## config.mk

```make
export PLATFORM = sky130hd
export DESIGN_NAME = casc_timer
export DESIGN_NICKNAME = d
export VERILOG_FILES = /design/src/casc_timer_pkg.sv /design/src/casc_timer.sv
export SDC_FILE = /design/constraint.sdc
export NUM_CORES = 1
export LEC_CHECK = 0
export ABC_AREA = 1
export BUFFER_PORTS_ARGS = -buffer_cell sky130_fd_sc_hd__buf_2
export CAP_MARGIN = 20
export CORE_MARGIN = 2
export CORE_UTILIZATION = 40
export CTS_BUF_LIST = sky130_fd_sc_hd__clkbuf_16
export DETAILED_ROUTE_END_ITERATION = 8
export REMOVE_ABC_BUFFERS = 1
export SLEW_MARGIN = 20
export SYNTH_ARGS = -nofsm -noshare
export SYNTH_HDL_FRONTEND = slang
export SYNTH_SLANG_ARGS = --single-unit
```

## constraint.sdc

```tcl
create_clock -name clk_i -period 4 [get_ports clk_i]
set_clock_uncertainty 0.15 [all_clocks]
set_input_delay 0.8 -clock clk_i [delete_from_list [all_inputs] [get_ports clk_i]]
set_output_delay 0.8 -clock clk_i [all_outputs]
set_load 0.005 [all_outputs]
```

## src/casc_timer_pkg.sv

```systemverilog
// constants for the cascaded 16-bit timer / event counter
// assumes a 32-bit classic wishbone slave port, byte addresses
package casc_timer_pkg;
  // register byte offsets
  localparam logic [4:0] OFS_COUNT  = 5'h00;
  localparam logic [4:0] OFS_CMP    = 5'h04;
  localparam logic [4:0] OFS_CLKSEL = 5'h08;
  localparam logic [4:0] OFS_MODE   = 5'h0c;
  localparam logic [4:0] OFS_OUTCTL = 5'h10;
  localparam logic [4:0] OFS_OSC    = 5'h14;
  localparam logic [4:0] OFS_STAT   = 5'h18;
  // field positions
  localparam int CE_BIT      = 0;  // count_enable_bit
  localparam int CASC_BIT    = 2;  // cascade_mode_bit
  localparam int HIGH_OUTPUT_ENABLE_BIT    = 4;  // high_output_enable
  localparam int DIVSEL_BIT  = 0;  // oscillator_divide_select
  localparam int ST_LOW_IRQ  = 0;  // low_match_irq flag
  localparam int ST_CASC_IRQ = 1;  // cascade_match_irq flag
  localparam int ST_FF1      = 2;  // output flip-flop 1
  localparam int ST_FF2      = 3;  // square wave flip-flop
  // reset values
  localparam logic [7:0] RST_BYTE   = 8'h00;
  localparam logic [3:0] RST_CLKSEL = 4'h0;
  // clock select codes
  localparam logic [3:0] SEL_EV_FALL = 4'h0;
  localparam logic [3:0] SEL_EV_RISE = 4'h1;
  localparam logic [3:0] SEL_INT_LO  = 4'h6;
  localparam logic [3:0] SEL_INT_TOP = 4'hf;
  // period exponents with divide select set
  localparam int EXP_LO_BASE = 1;   // code 6 gives 2^1
  localparam int EXP_TOP     = 11;  // code f gives 2^11
  localparam int PRE_W       = 12;  // prescaler width
  // clock period of clk_i, taken as the osc period
  localparam int CLK_PERIOD_NS = 10;
  // least square pulse width in osc periods
  localparam int MIN_PULSE_PERIODS = 2;
endpackage : casc_timer_pkg

```

## src/casc_timer.sv

```systemverilog
// cascaded 16-bit timer / event counter with wishbone registers
// assumes clk_i is the main oscillator; event pin synchronous
`timescale 1ns/100ps
`default_nettype none
module casc_timer
  import casc_timer_pkg::*;
(
  // clock and reset
  input  wire logic        clk_i,
  input  wire logic        rst_i,
  // wishbone slave
  input  wire logic        wb_cyc_i,
  input  wire logic        wb_stb_i,
  input  wire logic        wb_we_i,
  input  wire logic [4:0]  wb_adr_i,
  input  wire logic [3:0]  wb_sel_i,
  input  wire logic [31:0] wb_dat_i,
  output logic      [31:0] wb_dat_o,
  output logic             wb_ack_o,
  // pins and requests
  input  wire logic        event_input_pin_i,
  output logic             square_wave_pin_o,
  output logic             low_match_irq_o,
  output logic             cascade_match_irq_o
);

  // period exponent for a code; zero means no internal clock
  // codes 6 to e climb one octave each, code f jumps to the top
  // a clear divide select adds one octave to every period
  // event codes and prohibited codes both return zero here
  function automatic int unsigned period_exp(input logic [3:0] code,
                                             input logic       dsel);
    int unsigned e;
    e = 0;
    if (code == SEL_INT_TOP) begin
      e = EXP_TOP;
    end else if (code >= SEL_INT_LO) begin
      e = EXP_LO_BASE + 32'(code - SEL_INT_LO);
    end
    if (e != 0 && !dsel) begin
      e = e + 1;
    end
    return e;
  endfunction : period_exp

  // registers
  // everything below is cleared by the synchronous reset
  // counts clear when stopped and otherwise move only on a tick; flags set on a tick
  logic [7:0]       low_count_register_r, low_count_register_nxt;
  logic [7:0]       high_count_register_r, high_count_register_nxt;
  logic [7:0]       low_compare_register_r, low_compare_register_nxt;
  logic [7:0]       high_compare_register_r, high_compare_register_nxt;
  logic [3:0]       count_clock_select_reg_r, count_clock_select_reg_nxt;
  logic [7:0]       timer_mode_control_reg_r, timer_mode_control_reg_nxt;
  logic [7:0]       output_control_reg_r, output_control_reg_nxt;
  logic             osc_div_sel_r, osc_div_sel_nxt;
  logic             low_flag_r, low_flag_nxt;      // sticky low match
  logic             casc_flag_r, casc_flag_nxt;    // sticky full match
  logic             ff1_r, ff1_nxt;                // output ff 1
  logic             ff2_r, ff2_nxt;                // square wave ff
  logic             low_irq_r, low_irq_nxt;        // request pulse
  logic             casc_irq_r, casc_irq_nxt;      // request pulse
  logic [PRE_W-1:0] pre_r, pre_nxt;                // free prescaler
  logic             ev_d_r, ev_d_nxt;              // last event level
  logic             ack_r, ack_nxt;
  logic [31:0]      dat_r, dat_nxt;

  // decoded controls
  logic        run;          // counting allowed
  logic        tick;         // one count clock
  logic        ev_rise;
  logic        ev_fall;
  logic        low_match;
  logic        full_match;
  logic        bus_req;
  logic        wr;
  logic [15:0] count16;
  int unsigned exp_sel;

  // count clock generation
  // the event sample flop resets low, matching the idle pin level,
  // so release of reset never looks like an edge
  // internal ticks fall where the low prescaler bits are all ones
  always_comb begin
    exp_sel = period_exp(count_clock_select_reg_r, osc_div_sel_r);
    ev_rise = event_input_pin_i & ~ev_d_r;
    ev_fall = ~event_input_pin_i & ev_d_r;
    pre_nxt = pre_r + 1'b1;
    ev_d_nxt = event_input_pin_i;
    case (count_clock_select_reg_r)
      SEL_EV_FALL: tick = ev_fall;
      SEL_EV_RISE: tick = ev_rise;
      default: begin
        if (exp_sel != 0) begin
          tick = (pre_r & PRE_W'((1 << exp_sel) - 1))
                 == PRE_W'((1 << exp_sel) - 1);
        end else begin
          // prohibited codes never count
          tick = 1'b0;
        end
      end
    endcase
  end

  // bus decode
  // ack_r blocks a second take of a strobe that is still held
  // read data is latched with ack so it stands for that cycle
  always_comb begin
    bus_req = wb_cyc_i & wb_stb_i & ~ack_r;
    wr      = bus_req & wb_we_i;
    ack_nxt = bus_req;
    count16 = {high_count_register_r, low_count_register_r};
    dat_nxt = dat_r;
    if (bus_req && !wb_we_i) begin
      case (wb_adr_i)
        OFS_COUNT:  dat_nxt = {16'h0000, count16};
        OFS_CMP:    dat_nxt = {16'h0000, high_compare_register_r,
                               low_compare_register_r};
        OFS_CLKSEL: dat_nxt = {28'h0000000, count_clock_select_reg_r};
        OFS_MODE:   dat_nxt = {24'h000000, timer_mode_control_reg_r};
        OFS_OUTCTL: dat_nxt = {24'h000000, output_control_reg_r};
        OFS_OSC:    dat_nxt = {31'h00000000, osc_div_sel_r};
        OFS_STAT:   dat_nxt = {28'h0000000, ff2_r, ff1_r,
                               casc_flag_r, low_flag_r};
        // unmapped reads as zero
        default:    dat_nxt = 32'h00000000;
      endcase
    end
  end

  // register writes
  always_comb begin
    low_compare_register_nxt   = low_compare_register_r;
    high_compare_register_nxt  = high_compare_register_r;
    count_clock_select_reg_nxt = count_clock_select_reg_r;
    timer_mode_control_reg_nxt = timer_mode_control_reg_r;
    output_control_reg_nxt     = output_control_reg_r;
    osc_div_sel_nxt            = osc_div_sel_r;
    if (wr) begin
      case (wb_adr_i)
        OFS_CMP: begin
          if (wb_sel_i[0]) begin
            low_compare_register_nxt = wb_dat_i[7:0];
          end
          if (wb_sel_i[1]) begin
            high_compare_register_nxt = wb_dat_i[15:8];
          end
        end
        OFS_CLKSEL: begin
          if (wb_sel_i[0]) begin
            count_clock_select_reg_nxt = wb_dat_i[3:0];
          end
        end
        OFS_MODE: begin
          if (wb_sel_i[0]) begin
            timer_mode_control_reg_nxt = wb_dat_i[7:0];
          end
        end
        OFS_OUTCTL: begin
          if (wb_sel_i[0]) begin
            output_control_reg_nxt = wb_dat_i[7:0];
          end
        end
        OFS_OSC: begin
          if (wb_sel_i[0]) begin
            osc_div_sel_nxt = wb_dat_i[DIVSEL_BIT];
          end
        end
        // count is read only, status is write-one clear in the flag logic, others ignored
        default: begin
        end
      endcase
    end
  end

  // counting, match and flag logic
  // the count is compared before it moves, so a compare of zero
  // matches on the first tick after start
  // a stopped counter is held at zero for a clean restart
  always_comb begin
    run = timer_mode_control_reg_r[CE_BIT] &
          timer_mode_control_reg_r[CASC_BIT];
    low_match  = low_count_register_r == low_compare_register_r;
    full_match = low_match &
                 (high_count_register_r == high_compare_register_r);
    low_count_register_nxt  = low_count_register_r;
    high_count_register_nxt = high_count_register_r;
    ff1_nxt      = ff1_r;
    ff2_nxt      = ff2_r;
    low_irq_nxt  = 1'b0;
    casc_irq_nxt = 1'b0;
    if (!run) begin
      // stopped: counters held clear
      low_count_register_nxt  = RST_BYTE;
      high_count_register_nxt = RST_BYTE;
    end else if (tick) begin
      if (low_match) begin
        low_irq_nxt = 1'b1;
        ff1_nxt     = ~ff1_r;
      end
      if (full_match) begin
        low_count_register_nxt  = RST_BYTE;
        high_count_register_nxt = RST_BYTE;
        casc_irq_nxt            = 1'b1;
        if (output_control_reg_r[HIGH_OUTPUT_ENABLE_BIT]) begin
          ff2_nxt = ~ff2_r;
        end
      end else begin
        low_count_register_nxt = low_count_register_r + 8'h01;
        if (low_count_register_r == 8'hff) begin
          high_count_register_nxt = high_count_register_r + 8'h01;
        end
      end
    end
    // sticky flags: set wins over write-one clear
    // a request and a clear in one cycle leave the flag set,
    // so software never loses an event that lands on its clear
    low_flag_nxt  = low_flag_r;
    casc_flag_nxt = casc_flag_r;
    if (wr && wb_adr_i == OFS_STAT && wb_sel_i[0]) begin
      if (wb_dat_i[ST_LOW_IRQ]) begin
        low_flag_nxt = 1'b0;
      end
      if (wb_dat_i[ST_CASC_IRQ]) begin
        casc_flag_nxt = 1'b0;
      end
    end
    if (low_irq_nxt) begin
      low_flag_nxt = 1'b1;
    end
    if (casc_irq_nxt) begin
      casc_flag_nxt = 1'b1;
    end
  end

  // state registers
  // one register bank; all next values come from the blocks above
  always_ff @(posedge clk_i) begin
    if (rst_i) begin
      low_count_register_r     <= RST_BYTE;
      high_count_register_r    <= RST_BYTE;
      low_compare_register_r   <= RST_BYTE;
      high_compare_register_r  <= RST_BYTE;
      count_clock_select_reg_r <= RST_CLKSEL;
      timer_mode_control_reg_r <= RST_BYTE;
      output_control_reg_r     <= RST_BYTE;
      osc_div_sel_r            <= 1'b0;
      low_flag_r               <= 1'b0;
      casc_flag_r              <= 1'b0;
      ff1_r                    <= 1'b0;
      ff2_r                    <= 1'b0;
      low_irq_r                <= 1'b0;
      casc_irq_r               <= 1'b0;
      pre_r                    <= '0;
      ev_d_r                   <= 1'b0;
      ack_r                    <= 1'b0;
      dat_r                    <= 32'h00000000;
    end else begin
      low_count_register_r     <= low_count_register_nxt;
      high_count_register_r    <= high_count_register_nxt;
      low_compare_register_r   <= low_compare_register_nxt;
      high_compare_register_r  <= high_compare_register_nxt;
      count_clock_select_reg_r <= count_clock_select_reg_nxt;
      timer_mode_control_reg_r <= timer_mode_control_reg_nxt;
      output_control_reg_r     <= output_control_reg_nxt;
      osc_div_sel_r            <= osc_div_sel_nxt;
      low_flag_r               <= low_flag_nxt;
      casc_flag_r              <= casc_flag_nxt;
      ff1_r                    <= ff1_nxt;
      ff2_r                    <= ff2_nxt;
      low_irq_r                <= low_irq_nxt;
      casc_irq_r               <= casc_irq_nxt;
      pre_r                    <= pre_nxt;
      ev_d_r                   <= ev_d_nxt;
      ack_r                    <= ack_nxt;
      dat_r                    <= dat_nxt;
    end
  end

  // outputs straight from flops
  // no logic between these flops and the pins
  // requests are one-cycle pulses; sticky copies live in status
  assign wb_ack_o            = ack_r;
  assign wb_dat_o            = dat_r;
  assign square_wave_pin_o   = ff2_r;
  assign low_match_irq_o     = low_irq_r;
  assign cascade_match_irq_o = casc_irq_r;

endmodule : casc_timer
`default_nettype wire

```

After elaboration in Yosys (flattened, before gate mapping)
Cells that the tools add are included.

word-level totals
  word-level logic and storage cells = 101
  output and inout bits = 36
  flip-flop bits (word level) = 105

cells by class
  reduce and logical (&&, ||, !) cells = 27
  shift operators = 1
  $add $sub $neg = 7
  multiplexer cells = 21
  order comparisons = 1
  equality and inequality tests = 12
  bitwise logic cells = 14

operators with widths
  kind                                                count
  case mux 16 bit (7 select lines)                    1
  2-to-1 mux 32 bit                                   3
  nonzero test 32 bit                                 2
  adder 32 x 1 -> 32 bit, second input constant       1
  left shift 1 x 32 -> 12 bit, first input constant   1
  2-to-1 mux 8 bit                                    3
  AND reduction 3 bit                                 7
  adder 8 x 1 -> 8 bit, second input constant         2
  == test 8 bit                                       2
  == test 5 bit, second input constant                3
  2-to-1 mux 1 bit                                    13
  adder 12 x 1 -> 12 bit, second input constant       1
  AND 12 bit                                          1
  == test 12 bit                                      1
  subtractor 12 x 2 -> 12 bit, second input constant  1
  == test 5 x 4 -> 1 bit, second input constant       2
  nonzero test 2 bit                                  5
  == test 8 bit, second input constant                1
  AND 1 bit                                           7
  adder 2 x 5 -> 6 bit, first input constant          1
  NOT 1 bit                                           6
  AND reduction 2 bit                                 3
  == test 5 x 3 -> 1 bit, second input constant       1
  zero test 5 bit                                     1
  10 further kinds                                    14

Depth between registers and ports, before layout
  depth in word-level cells = 17
  gate-level depth with buffers = 34
  mapped depth without buffers = 34

Least setup slack after synthesis
No wires, ideal clock.

  path kind = register to register
  start point = reg count_clock_select_reg_r[2]
  end point = reg ff1_r
  arrival = 4.085 ns
  data required time = 3.740 ns
  path buffers = 1
  setup time = 0.110 ns
  stages on the path, launching flop included = 31
  clock period less this slack = 4.345 ns
  path slack = -0.345 ns
  cell sequence = dfxtp_1 ha_1 inv_1 ha_1 nand2_4 inv_2 o21ai_1 ha_1 nand4_1 ha_1 nand2_1 nor4_1 nand2_1 nand3_1 nand2_2 inv_4 nand3_2 nor2_2 nand2_1 ha_1 o21a_1 nand4_1 a21oi_1 nand4_1 nor2_2 nand2_2 nand2_4 buf_6 nand4_1 nand2_1 nor2_1

on the way
  word-level cells in the longest chain between the ends = 14

ends and longest elaborated chain
  item                                                             RTL line           source
  from (decl)                                                      casc_timer.sv:53   logic [3:0] count_clock_select_reg_r, count_clock_select_reg_nxt;
  from (signal assigned)                                           casc_timer.sv:263  count_clock_select_reg_r <= count_clock_select_reg_nxt;
  branches (longest 12 deep; another with adder 32 x 1 -> 32 bit)  n/a
  case mux 1 bit (2 select lines) (*)                              casc_timer.sv:90   case (count_clock_select_reg_r)
  AND reduction 3 bit (no line) (*)                                n/a
  to (signal assigned)                                             casc_timer.sv:269  ff1_r <= ff1_nxt;
  to (decl)                                                        casc_timer.sv:59   logic ff1_r, ff1_nxt;

Mark *: on every way between the ends.
A chain may end at the register's enable or synchronous reset.

Final worst setup path
  start point = reg count_clock_select_reg_r[1]
  end point = reg low_count_register_r[3]

on the way
  word-level cells in the longest chain between the ends = 13

ends and longest elaborated chain
  item                                                             RTL line           source
  branches (longest 12 deep; another with adder 32 x 1 -> 32 bit)  n/a
  case mux 1 bit (2 select lines) (*)                              casc_timer.sv:90
  to (signal assigned)                                             casc_timer.sv:259  low_count_register_r <= low_count_register_nxt;
  to (decl)                                                        casc_timer.sv:49   logic [7:0] low_count_register_r, low_count_register_nxt;

Marked as above.

==> results.md <==
- Most frequent cells in the layout: nand2_1 (161), nor2_1 (100), inv_1 (89)
- Vias in the first global route: slightly above 5000
- CTS Root Cell: clkbuf_16
- Initial antenna violation count: 0
- Synthesis warning total: 0
- Starting Density: between 40% and 50%
- Worst setup margin: -235 ps
- Met3 WL: 458 µm
- F_max: around 0.24 GHz
- Final ANT Viol Nets: 0
- Post-layout util: a little over 50%
- Setup CP Type: reg2reg
- Tcrit/Tclk final: 106%
- Pwr Total: 0.00194 W
- Diode count: 0
- Design Area, Final: 6770 µm²
- Grt ovf: 0
- Worst slew pin tran: 1050 ps
- Via count of the routed design: 5360
- Crit path top cell by count: nand2_2
- H-Tree Depth: 3
- Die height: about 120 µm
- Routed len/inst: 13.1 µm
- Startpoint Class: flip-flop
- Min-delay worst type: reg2reg
- Post-synth EDFFs: 0
- Vias per cell: a little under 5
- Status: finished with violations
- DR top layer: met4
- RSZ-0062 raised after global routing: yes
- First-pass GRT wire length: around 24000 µm
- CTS clk-pin slew, worst paths: 60 ps
- Clk_lat worst skew: around 340 ps
- Initial DRC count: 313
- Post-synthesis cell count: a little over 800
- Top FF cell, synth: dfxtp_1
- Largest net degree at the start of global routing: 40
- Area Growth Syn to Fin: 25.1%
- PortBufs: 48
- Share of cells above drive strength 1: about 22%
- Met2 WL: approximately 7000 µm
- Post-layout min period: 4230 ps
- Area after DPL: 6120 µm²
- Synth Area in Adders: under 10%
- Clk buf depth: 2
- Crit path arrival time: roughly 4300 ps
- CTS tree: yes
- Final setup violation count: 22
- Yosys reg bits: 89
- CP endpoint kind: flip-flop
- Max-cap violations: 0
- Slowest stage delay, CP: 360 ps
- Commonest non-fill, non-tap cell in the layout: nand2_1
- LEAKAGE: between 2 and 3 nW
- Die area: around 14000 µm²
- Combinational family with the most area after synthesis: simple AND/OR/NAND/NOR gates
- Xor and xnor fraction of the mapped netlist area: 2.92%
- Post-synthesis mux area share: 0%
- Synth Cell Area: between 5000 and 6000 µm²
- Fill count: approximately 1400
- Fin. max-slew vios: 0
- P per Cell Area: 286 nW/µm²
- Post-route DRC: 0
- Num CTS Buffers: 9
- DPL Wire Length: between 10000 and 15000 µm
- Seq/Total Area, Yosys: between 30 and 40%
- Compound-cell area share of the yosys netlist: 14.2%
- Total global-route track usage: 20.3%
- Async S/R FF share, synth: 0%
- Crit path max-delay cell type: dfxtp_4
- VDD IR max: between 0.0002 and 0.00025 V
- CTS Sinks: between 80 and 90
- Unique masters post-synth: 45
- Syn avg cell area: 6.68 µm²
- Routed WL: about 14000 µm
- M1 WL: between 6000 and 7000 µm
- Worst EP required: between 4000 and 5000 ps
- Final GP Congestion: 0.903
- Synth Area in Simple Gates: 34.5%
- Die Wd: about 120 µm
- First-pass iteration count of the detailed router: 5
- Site row count: between 40 and 50
- Failing checks: setup timing
- Worst slew margin: 30.0%
- Top Ports: 83
- Hold Fails Final Rpt: 0
- Worst-path fanout max: 7
- Total core area: approximately 13000 µm²
- Nets: around 970
cell type report:
| cell class | count | area [µm²] | area share, % |
|---|---|---|---|
| tap | 176 | 220 | 3.26 |
| clock buffer | 9 | 225 | 3.33 |
| timing repair buffer | 109 | 746 | 11.0 |
| inverter | 102 | 389 | 5.75 |
| clock inverter | 6 | 101 | 1.50 |
| multi-input combinational | 597 | 3290 | 48.7 |
| sequential | 89 | 1790 | 26.4 |
timing repair:
action | 4_1_cts | 5_1_grt
setup endpoints to repair | 22 | 22
pin swaps | 23 | 24
setup buffers | 6 | 1
gates cloned | 1 | 0
resized for setup | 28 | 28
hold buffers | 0 | 0
cell usage after synthesis (3+ instances only):
cell	instances	area (µm²)
nand2_2	12	75.1
nor2_1	101	379
nor2_4	4	45.0
inv_2	6	22.5
a21oi_1	72	360
clkinv_1	3	11.3
nor3_1	12	60.1
clkbuf_1	17	63.8
o22ai_1	10	62.6
nand2_4	4	45.0
nand2_1	171	642
ha_1	19	238
o21ai_0	40	200
nor4_1	6	37.5
xnor2_1	9	78.8
nand4_1	23	144
nand3_1	50	250
o2111ai_1	3	26.3
inv_1	92	345
buf_4	16	120
nand3_2	5	50.1
xor2_1	9	78.8
nor2_2	7	43.8
dfxtp_1	89	1780
sequential cells by signal, indices dropped and copies added, names as in the netlist:
signal / cells
pre_r: 12
high_count_register_r: 8
low_count_register_r: 8
low_match_irq_o: 1
square_wave_pin_o: 1
osc_div_sel_r: 1
wb_dat_o: 16
timer_mode_control_reg_r: 8
low_flag_r: 1
casc_flag_r: 1
high_compare_register_r: 8
ev_d_r: 1
output_control_reg_r: 8
wb_ack_o: 1
cascade_match_irq_o: 1
low_compare_register_r: 8
ff1_r: 1
count_clock_select_reg_r: 4
where the power goes:
group / internal [W] / switching (W)
Combinational: 0.0000373 / 0.0000678
Sequential: 0.000889 / 0.00000305
Clock: 0.000600 / 0.000339
critical path: cells and delay by family (launching register included):
family / cells / cell delay (ps)
fa+ha+maj: 4 / 900
simple gates: 19 / 1890
buf+inv: 5 / 500
flops: 1 / 360
compound gates: 3 / 270
through the flow:
stage / hold WS, ps / worst slack, ps / setup TNS, ps / instances
after floorplan: 280 / -467 / -8760 / 788
after global placement: 295 / -347 / -6120 / 1065
after detailed placement: 304 / -375 / -6600 / 1065
after CTS: 314 / -298 / -5640 / 1087
after global routing: 335 / -595 / -12010 / 1088
final: 315 / -235 / -3890 / 1088
routing by layer:
layer | up-vias | GRT usage (%)
met5 | - | 0
met4 | 0 | 5.74
met3 | 17 | 2.69
met2 | 99 | 35.3
met1 | 2423 | 26.5
li1 | 2821 | -
cells by family (layout without fill, tap and decap cells):
family / Yosys count / after routing
AOI/OAI and AO/OA: 139 / 139
xor gates and xnor gates: 18 / 18
adders and majority gates: 19 / 19
buffers and inverters: 138 / 226
DFF: 89 / 89
other: 1 / 16
and+or+nand+nor: 405 / 405
final timing paths:
kind              slack [ps]                                      from                                    to  depth (start not counted)
setup / recovery        -230  count_clock_select_reg_r[1]$_SDFFE_PP0P_  low_count_register_r[3]$_SDFFE_PP0P_                         31
hold reg to reg          310                       pre_r[0]$_SDFF_PP0_                   pre_r[0]$_SDFF_PP0_                          1
hold / removal           310                       pre_r[0]$_SDFF_PP0_                   pre_r[0]$_SDFF_PP0_                          1
setup reg to reg        -230  count_clock_select_reg_r[1]$_SDFFE_PP0P_  low_count_register_r[3]$_SDFFE_PP0P_                         31
No activity file was read; power rests on OpenSTA's default activity.
